--- config.mk ---
export PLATFORM = sky130hd
export DESIGN_NAME = acr_regs
export DESIGN_NICKNAME = d
export VERILOG_FILES = /design/src/acr_pkg.sv /design/src/acr_regs.sv
export SDC_FILE = /design/constraint.sdc
export NUM_CORES = 1
export LEC_CHECK = 0
export BUFFER_PORTS_ARGS = -buffer_cell sky130_fd_sc_hd__buf_2
export CAP_MARGIN = 30
export CORE_MARGIN = 10
export CORE_UTILIZATION = 49
export CTS_CLUSTER_SIZE = 25
export DETAILED_ROUTE_END_ITERATION = 8
export HOLD_SLACK_MARGIN = 0.12
export PLACE_DENSITY = 0.84
export SYNTH_ARGS = -nofsm -noshare
export SYNTH_HDL_FRONTEND = slang
export SYNTH_SLANG_ARGS = --single-unit
--- constraint.sdc ---
create_clock -name i_clk -period 1.88 [get_ports i_clk]
set_clock_uncertainty 0.05 [all_clocks]
set_input_delay 0.376 -clock i_clk [delete_from_list [all_inputs] [get_ports i_clk]]
set_output_delay 0.376 -clock i_clk [all_outputs]
set_load 0.02 [all_outputs]
--- src/acr_pkg.sv ---
// Purpose: Shared constants and types of the accelerometer control registers.
// Assumes: Byte-wide register access from the serial interface engine.
// Notes: All offsets, fields and defaults live here.
package acr_pkg;
   // Register addresses.
   localparam logic [6:0] ADDR_RATE = 7'h20;
   localparam logic [6:0] ADDR_IF = 7'h21;
   localparam logic [6:0] ADDR_IRQ = 7'h22;
   localparam logic [6:0] ADDR_OUT_FIRST = 7'h28;
   localparam logic [6:0] ADDR_OUT_LAST = 7'h2d;
   // Reset values.
   localparam logic [7:0] RST_RATE = 8'h00;
   localparam logic [7:0] RST_IF = 8'h04;
   localparam logic [7:0] RST_IRQ = 8'h00;
   // Rate and power register fields.
   localparam int RATE_HI = 7;
   localparam int RATE_LO = 4;
   localparam int MODE_HI = 3;
   localparam int MODE_LO = 2;
   localparam int LPS_HI = 1;
   localparam int LPS_LO = 0;
   // Interface and reset register bits.
   localparam int IF_TRIM = 7;
   localparam int IF_SOFT = 6;
   localparam int IF_PULLUP_OFF = 4;
   localparam int IF_HOLD = 3;
   localparam int IF_AUTO_INC = 2;
   localparam int IF_I2C_OFF = 1;
   localparam int IF_SPI3 = 0;
   // Interrupt pad and self-test register bits.
   localparam int IRQ_ST_HI = 7;
   localparam int IRQ_ST_LO = 6;
   localparam int IRQ_OD = 5;
   localparam int IRQ_LATCH = 4;
   localparam int IRQ_POL = 3;
   localparam int IRQ_RSVD = 2;
   localparam int IRQ_SRC = 1;
   localparam int IRQ_START = 0;
   // Field codes.
   localparam logic [3:0] RATE_OFF = 4'h0;
   localparam logic [3:0] RATE_1 = 4'h1;
   localparam logic [3:0] RATE_LP_CAP = 4'h6;
   localparam logic [3:0] RATE_MAX = 4'h9;
   localparam logic [1:0] MODE_LP = 2'h0;
   localparam logic [1:0] MODE_HP = 2'h1;
   localparam logic [1:0] MODE_OD = 2'h2;
   localparam logic [1:0] LPS_1 = 2'h0;
   localparam logic [1:0] ST_POS = 2'h1;
   localparam logic [1:0] ST_NEG = 2'h2;

   typedef enum logic [1:0] {
      OD_IDLE = 2'b01,
      OD_WAIT = 2'b10
   } acr_od_state_t;

   // Decoded configuration driven to the sensor core.
   typedef struct packed {
      logic power_down;
      logic [3:0] rate_code;
      logic rate_1p6;
      logic high_perf;
      logic on_demand;
      logic res_14bit;
      logic [1:0] lp_submode;
      logic cs_pullup_on;
      logic pair_hold;
      logic auto_inc;
      logic i2c_on;
      logic spi_three_wire;
      logic selftest_pos;
      logic selftest_neg;
      logic irq_open_drain;
      logic irq_latched;
      logic irq_active_low;
   } acr_cfg_t;

   // One byte access from the serial interface engine.
   typedef struct packed {
      logic load;
      logic [6:0] addr;
      logic wr;
      logic rd;
      logic [7:0] wdata;
   } acr_acc_t;
endpackage : acr_pkg

--- src/acr_regs.sv ---
// Purpose: Control registers for rate, mode, interface, pads and on-demand conversion.
// Assumes: Access strobes and sensor core events are one-cycle pulses on i_clk.
// Notes: The second interrupt pin arrives from outside and is synchronised.
`timescale 1ns/10ps
`default_nettype none
module acr_regs (
   // Clock and reset.
   input wire logic i_clk,
   input wire logic i_rst_b,
   // Register access.
   input wire acr_pkg::acr_acc_t i_acc,
   output logic [7:0] o_rdata,
   output logic [6:0] o_addr,
   // Sensor core events and the second interrupt pin.
   input wire logic i_trim_done,
   input wire logic i_data_ready,
   input wire logic i_sample_taken,
   input wire logic i_irq_pin_two,
   // Sensor core controls.
   output acr_pkg::acr_cfg_t o_cfg,
   output logic o_trim_reload,
   output logic o_conv_start,
   output logic o_out_update_ok
);
   logic [7:0] rate_ff;
   logic [7:0] nxt_rate;
   logic [7:0] if_ff;
   logic [7:0] nxt_if;
   logic [7:0] irq_ff;
   logic [7:0] nxt_irq;
   logic [6:0] addr_ff;
   logic [6:0] nxt_addr;
   logic [7:0] rdata_ff;
   logic [7:0] nxt_rdata;
   acr_pkg::acr_cfg_t cfg_ff;
   acr_pkg::acr_cfg_t nxt_cfg;
   acr_pkg::acr_od_state_t od_ff;
   acr_pkg::acr_od_state_t nxt_od;
   logic start_ff;
   logic nxt_start;
   logic lo_rd_ff;
   logic nxt_lo_rd;
   logic hi_rd_ff;
   logic nxt_hi_rd;
   logic upd_ok_ff;
   logic nxt_upd_ok;
   logic pin_s1_ff;
   logic pin_s2_ff;
   logic pin_s3_ff;
   logic [6:0] cur_addr;
   logic wr_rate;
   logic wr_if;
   logic wr_irq;
   logic trig;

   // A load strobe supplies the address of the first byte of an access.
   assign cur_addr = i_acc.load ? i_acc.addr : addr_ff;
   assign wr_rate = i_acc.wr && (cur_addr == acr_pkg::ADDR_RATE);
   assign wr_if = i_acc.wr && (cur_addr == acr_pkg::ADDR_IF);
   assign wr_irq = i_acc.wr && (cur_addr == acr_pkg::ADDR_IRQ);

   always_comb begin
      nxt_rate = rate_ff;
      nxt_if = if_ff;
      nxt_irq = irq_ff;
      if (wr_rate) begin
         nxt_rate = i_acc.wdata;
      end
      if (wr_if) begin
         nxt_if = i_acc.wdata;
      end
      if (wr_irq) begin
         nxt_irq = i_acc.wdata;
         nxt_irq[acr_pkg::IRQ_RSVD] = 1'b0;
      end
      // A write of one wins over the completion clear in the same cycle.
      if (i_trim_done && !(wr_if && i_acc.wdata[acr_pkg::IF_TRIM])) begin
         nxt_if[acr_pkg::IF_TRIM] = 1'b0;
      end
      nxt_irq[acr_pkg::IRQ_START] = nxt_start;
      // Soft reset takes a cycle; it clears itself with the other defaults.
      if (if_ff[acr_pkg::IF_SOFT]) begin
         nxt_rate = acr_pkg::RST_RATE;
         nxt_if = acr_pkg::RST_IF;
         nxt_irq = acr_pkg::RST_IRQ;
      end
   end

   always_comb begin
      nxt_addr = cur_addr;
      if ((i_acc.wr || i_acc.rd) && if_ff[acr_pkg::IF_AUTO_INC]) begin
         nxt_addr = 7'(cur_addr + 7'h01);
      end
      nxt_rdata = rdata_ff;
      if (i_acc.rd) begin
         case (cur_addr)
            acr_pkg::ADDR_RATE: nxt_rdata = rate_ff;
            acr_pkg::ADDR_IF: nxt_rdata = if_ff;
            acr_pkg::ADDR_IRQ: nxt_rdata = irq_ff;
            default: nxt_rdata = 8'h00;
         endcase
      end
   end

   // Pin two is a level from outside; only the second stage reads the first, stages two and three detect the edge.
   always_ff @(posedge i_clk or negedge i_rst_b) begin
      if (!i_rst_b) begin
         pin_s1_ff <= 1'b0;
         pin_s2_ff <= 1'b0;
         pin_s3_ff <= 1'b0;
      end else begin
         pin_s1_ff <= i_irq_pin_two;
         pin_s2_ff <= pin_s1_ff;
         pin_s3_ff <= pin_s2_ff;
      end
   end

   // The trigger is ignored unless on-demand mode is selected.
   always_comb begin
      if (irq_ff[acr_pkg::IRQ_SRC]) begin
         trig = irq_ff[acr_pkg::IRQ_START];
      end else begin
         trig = pin_s2_ff && !pin_s3_ff;
      end
      trig = trig && (rate_ff[acr_pkg::MODE_HI:acr_pkg::MODE_LO] == acr_pkg::MODE_OD);
      nxt_od = od_ff;
      nxt_start = irq_ff[acr_pkg::IRQ_START];
      if (wr_irq && i_acc.wdata[acr_pkg::IRQ_START]) begin
         nxt_start = 1'b1;
      end
      case (od_ff)
         acr_pkg::OD_IDLE: begin
            if (trig) begin
               nxt_od = acr_pkg::OD_WAIT;
            end
         end
         acr_pkg::OD_WAIT: begin
            if (i_data_ready) begin
               nxt_od = acr_pkg::OD_IDLE;
               if (!(wr_irq && i_acc.wdata[acr_pkg::IRQ_START])) begin
                  nxt_start = 1'b0;
               end
            end
         end
         default: nxt_od = acr_pkg::OD_IDLE;
      endcase
   end

   // Reads of an output pair are tracked so a half-read pair does not change while the hold bit is set.
   always_comb begin
      nxt_lo_rd = lo_rd_ff;
      nxt_hi_rd = hi_rd_ff;
      if (i_sample_taken) begin
         nxt_lo_rd = 1'b0;
         nxt_hi_rd = 1'b0;
      end
      if (i_acc.rd && (cur_addr >= acr_pkg::ADDR_OUT_FIRST) && (cur_addr <= acr_pkg::ADDR_OUT_LAST)) begin
         if (cur_addr[0]) begin
            nxt_hi_rd = 1'b1;
         end else begin
            nxt_lo_rd = 1'b1;
         end
      end
      nxt_upd_ok = !nxt_if[acr_pkg::IF_HOLD] || (nxt_lo_rd && nxt_hi_rd);
   end

   always_comb begin
      nxt_cfg.power_down = (nxt_rate[acr_pkg::RATE_HI:acr_pkg::RATE_LO] == acr_pkg::RATE_OFF);
      nxt_cfg.high_perf = (nxt_rate[acr_pkg::MODE_HI:acr_pkg::MODE_LO] == acr_pkg::MODE_HP);
      nxt_cfg.on_demand = (nxt_rate[acr_pkg::MODE_HI:acr_pkg::MODE_LO] == acr_pkg::MODE_OD);
      nxt_cfg.lp_submode = nxt_rate[acr_pkg::LPS_HI:acr_pkg::LPS_LO];
      nxt_cfg.res_14bit = nxt_cfg.high_perf || (nxt_cfg.lp_submode != acr_pkg::LPS_1);
      nxt_cfg.rate_code = nxt_rate[acr_pkg::RATE_HI:acr_pkg::RATE_LO];
      if (nxt_cfg.rate_code > acr_pkg::RATE_MAX) begin
         nxt_cfg.rate_code = acr_pkg::RATE_MAX;
      end
      // Low-power operation cannot exceed 200 Hz.
      if (!nxt_cfg.high_perf && (nxt_cfg.rate_code > acr_pkg::RATE_LP_CAP)) begin
         nxt_cfg.rate_code = acr_pkg::RATE_LP_CAP;
      end
      nxt_cfg.rate_1p6 = !nxt_cfg.high_perf && (nxt_cfg.rate_code == acr_pkg::RATE_1);
      nxt_cfg.cs_pullup_on = !nxt_if[acr_pkg::IF_PULLUP_OFF];
      nxt_cfg.pair_hold = nxt_if[acr_pkg::IF_HOLD];
      nxt_cfg.auto_inc = nxt_if[acr_pkg::IF_AUTO_INC];
      nxt_cfg.i2c_on = !nxt_if[acr_pkg::IF_I2C_OFF];
      nxt_cfg.spi_three_wire = nxt_if[acr_pkg::IF_SPI3];
      nxt_cfg.selftest_pos = (nxt_irq[acr_pkg::IRQ_ST_HI:acr_pkg::IRQ_ST_LO] == acr_pkg::ST_POS);
      nxt_cfg.selftest_neg = (nxt_irq[acr_pkg::IRQ_ST_HI:acr_pkg::IRQ_ST_LO] == acr_pkg::ST_NEG);
      nxt_cfg.irq_open_drain = nxt_irq[acr_pkg::IRQ_OD];
      nxt_cfg.irq_latched = nxt_irq[acr_pkg::IRQ_LATCH];
      nxt_cfg.irq_active_low = nxt_irq[acr_pkg::IRQ_POL];
   end

   always_ff @(posedge i_clk or negedge i_rst_b) begin
      if (!i_rst_b) begin
         rate_ff <= acr_pkg::RST_RATE;
         if_ff <= acr_pkg::RST_IF;
         irq_ff <= acr_pkg::RST_IRQ;
         addr_ff <= 7'h00;
         rdata_ff <= 8'h00;
         od_ff <= acr_pkg::OD_IDLE;
         start_ff <= 1'b0;
         lo_rd_ff <= 1'b0;
         hi_rd_ff <= 1'b0;
         upd_ok_ff <= 1'b1;
         cfg_ff <= '0;
      end else begin
         rate_ff <= nxt_rate;
         if_ff <= nxt_if;
         irq_ff <= nxt_irq;
         addr_ff <= nxt_addr;
         rdata_ff <= nxt_rdata;
         od_ff <= nxt_od;
         start_ff <= (od_ff == acr_pkg::OD_IDLE) && trig;
         lo_rd_ff <= nxt_lo_rd;
         hi_rd_ff <= nxt_hi_rd;
         upd_ok_ff <= nxt_upd_ok;
         cfg_ff <= nxt_cfg;
      end
   end

   assign o_rdata = rdata_ff;
   assign o_addr = addr_ff;
   assign o_cfg = cfg_ff;
   assign o_trim_reload = if_ff[acr_pkg::IF_TRIM];
   assign o_conv_start = start_ff;
   assign o_out_update_ok = upd_ok_ff;
endmodule : acr_regs
`default_nettype wire

==> impl_metrics.tcl <==
set metrics [dict create \
    synth.area.mux_share 0.08679 \
    coreArea_sq_mm 0.005608 \
    drive_gt1_frac 0.3784 \
    portBuffers 62 \
    gp_congestion 0.9312 \
    maxCapViolations 0 \
    pin_count 63 \
    nFillCells 432 \
    synth_xor_area_frac 0.01813 \
    multi_input_area_sq_mm 0.001269 \
    grt_max_degree 62 \
    hold_ws_ns 0.1889 \
    synthTopCellsByCount "dfrtp_1 (58), mux2i_1 (24), nor2_1 (23), inv_1 (18), a21oi_1 (16)" \
    ir_drop_mv 0.5506 \
    ys.flop_type "dfrtp_1" \
    slew_violations 0 \
    crit_required_ns 2.10 \
    clkPwrFrac 0.295 \
    dpl_cell_area_sq_mm 0.003511 \
    postSynthAreaPerCell_sq_um 10.65 \
    finalHoldViolCount 0 \
    status "finished clean" \
    antenna_found_initial 0 \
    final_area_sq_mm 0.003796 \
    cp-start-kind "flip-flop" \
    gr-total-overflow 0 \
    setup_viol 0 \
    dr.pass1.iters 8 \
    worstSetupPathType "reg -> reg" \
    via_count 2531 \
    crit_arrival_ns 2.08 \
    via_per_inst 5.726 \
    diodes 0 \
    synth.yosys.seq_area_share 0.5281 \
    cts_made_buffers 9 \
    drt-total-wl_mm 7.963 \
    ys_ff_latch 61 \
    grt_pass1_vias 2694 \
    routedWlPerCell_um 18.02 \
    synth_cell_types 46 \
    grt_first_pass_wirelength_mm 12.66 \
    slew-limit-headroom 0.7052 \
    ys.warnings.count 0 \
    netlist_instances 272 \
    die-area_sq_mm 0.009390 \
    postRouteAntennaNets 0 \
    worstMarginPinSlew_ns 0.4411 \
    rows 27 \
    synth_fa_ha_area_frac 0.01727 \
    synth_top_area_cell "dfrtp_1" \
    swShare 0.3294 \
    cts_root_buf "clkbuf_8" \
    worstPathMaxFanout 5 \
    regArea_sq_mm 0.001531 \
    fp.dieH_um 96.90 \
    synth_most_common_cell "dfrtp_1" \
    final_core_util 0.6769 \
    powerDensity_mw_per_mm2 977.1 \
    cts_tree "built" \
    yosys.area_share.simple 0.1546 \
    initial_core_util 0.5167 \
    clkLatencyLatePin_ns 0.34 \
    drt-initial-drc-count 228 \
    netlist_area_sq_mm 0.002898 \
    dp_hpwl_mm 5.598 \
    fin_crit_sh 0.9865 \
    clkSinkCount 61 \
    setup_tns_ns 0 \
    seq_power_share 0.438 \
    leakage_nw 1.900 \
    cts.clk_slew.worst_paths_ns 0.07 \
    drc_errors 0 \
    synthArstFlopShare 1.000 \
    synth_top_family_by_area "simple AND/OR/NAND/NOR gates" \
    p_comb_frac 0.268 \
    fin_crit_ns 1.855 \
    cts_buffer_depth 2 \
    nNetsFinal 393 \
    power_mw 3.709 \
    synth_top_area_share 0.5009 \
    rsz0062_at_grt "yes" \
    htreeDepth 3 \
    p_sw_mw 1.222 \
    die_w_um 96.90 \
    track_usage 0.1626 \
    synthTopCellsByArea "dfrtp_1 (50%), mux2i_1 (8.3%), nor2_1 (3.0%)" \
    syn_nets 300 \
    synth-edff-count 0 \
    synth_compound_area_frac 0.1295 \
    hold_class "in -> reg" \
    p_int_mw 2.488 \
    max_freq_ghz 0.5392 \
    area_growth_syn_to_layout_pct 31.00 \
    cp-end-kind "flip-flop" \
]
## power by group through the flow
stage          registers [mW]  logic (mW)  clock network, mW
2_1_floorplan            1.73       0.479                  0
3_3_place_gp             1.63       0.933                  0
3_5_place_dp             1.64       0.965                  0
4_1_cts                  1.62       0.981               1.11
5_1_grt                  1.64        1.08               1.17
6_report                 1.62       0.992               1.09
## metal layers
metal,vias to the layer above,wire length [um],track usage,part of all wire
met3,22,581,0.05749,0.073
met5,-,0,0,0
met1,1243,3135,0.1776,0.39
li1,1151,-,-,-
met4,0,241,0.08117,0.030
met2,115,4004,0.2725,0.50
## path summary, 6_finish.rpt
check	from	end	slack, ns	depth (start not counted)
setup / recovery	o_addr[6]	o_cfg[3]	0.03	6
hold / removal	i_sample_taken	o_out_update_ok	0.19	2
setup reg to reg	o_addr[6]	o_cfg[3]	0.03	6
hold reg to reg	pin_s1_ff	pin_s2_ff	0.30	0
max in group asynchronous	i_rst_b	if_ff[2]	0.96	3
min in group asynchronous	i_rst_b	hi_rd_ff	0.52	3
## worst max-delay path: stages (launching register included)
cell and delay, ns:
dfrtp_2 0.44, nor4b_4 0.28, o22a_2 0.27, buf_6 0.13
nand3_4 0.09, or3b_1 0.39, a21oi_2 0.12
## cells by family after synthesis
logic type / count (synthesis)
simple gates: 78
fa+ha+maj: 4
buf+inv: 40
flops: 61
xor+xnor: 6
compound gates: 58
mux: 25
## cell type report
type	count	share of cell area
Clock inverter	3	0.004944
Inverter	18	0.01780
Timing Repair Buffer	103	0.1714
Sequential cell	61	0.4034
Clock buffer	13	0.04450
Multi-Input combinational cell	172	0.3342
Tap cell	72	0.02373
## registers in the layout (all words and copies together), names as in the netlist
| signal | flops |
|---|---|
| o_cfg | 15 |
| if_ff | 8 |
| o_rdata | 8 |
| irq_ff | 7 |
| o_addr | 7 |
| rate_ff | 7 |
| od_ff | 2 |
| hi_rd_ff | 1 |
| lo_rd_ff | 1 |
| o_conv_start | 1 |
| o_out_update_ok | 1 |
| pin_s1_ff | 1 |
| pin_s2_ff | 1 |
| pin_s3_ff | 1 |
## stage by stage
step                      std cells  setup slack, ns
after floorplan                 272        0.0004395
after global placement          420          -0.1545
after detailed placement        420          -0.2806
after CTS                       438          0.04517
after global routing            442         -0.03765
final                           442          0.02541
## cells in the final DEF, fill, tap and decap left out, types with 4 or more instances in the layout
cell type / n
buf_2: 62
dfrtp_1: 57
buf_4: 34
nor2_1: 23
mux2i_1: 22
inv_1: 17
o21ai_0: 15
a21oi_1: 14
clkbuf_8: 12
nand2_1: 10
o22ai_1: 8
nand3_1: 7
nand3b_1: 7
a222oi_1: 7
nor3_1: 5
nand2b_1: 4
o211ai_1: 4
buf_6: 4
## what timing repair did
| action | 4_1_cts | 5_1_grt |
|---|---|---|
| pin swaps | 0 | 3 |
| endpoints found under the setup margin | 2 | 10 |
| setup buffers | 0 | 3 |
| endpoints found under the hold margin | 59 | 0 |
| hold buffers | 2 | 0 |
| gates cloned | 0 | 1 |
| gates resized for setup | 2 | 10 |
(Power assumes the default switching activity.)
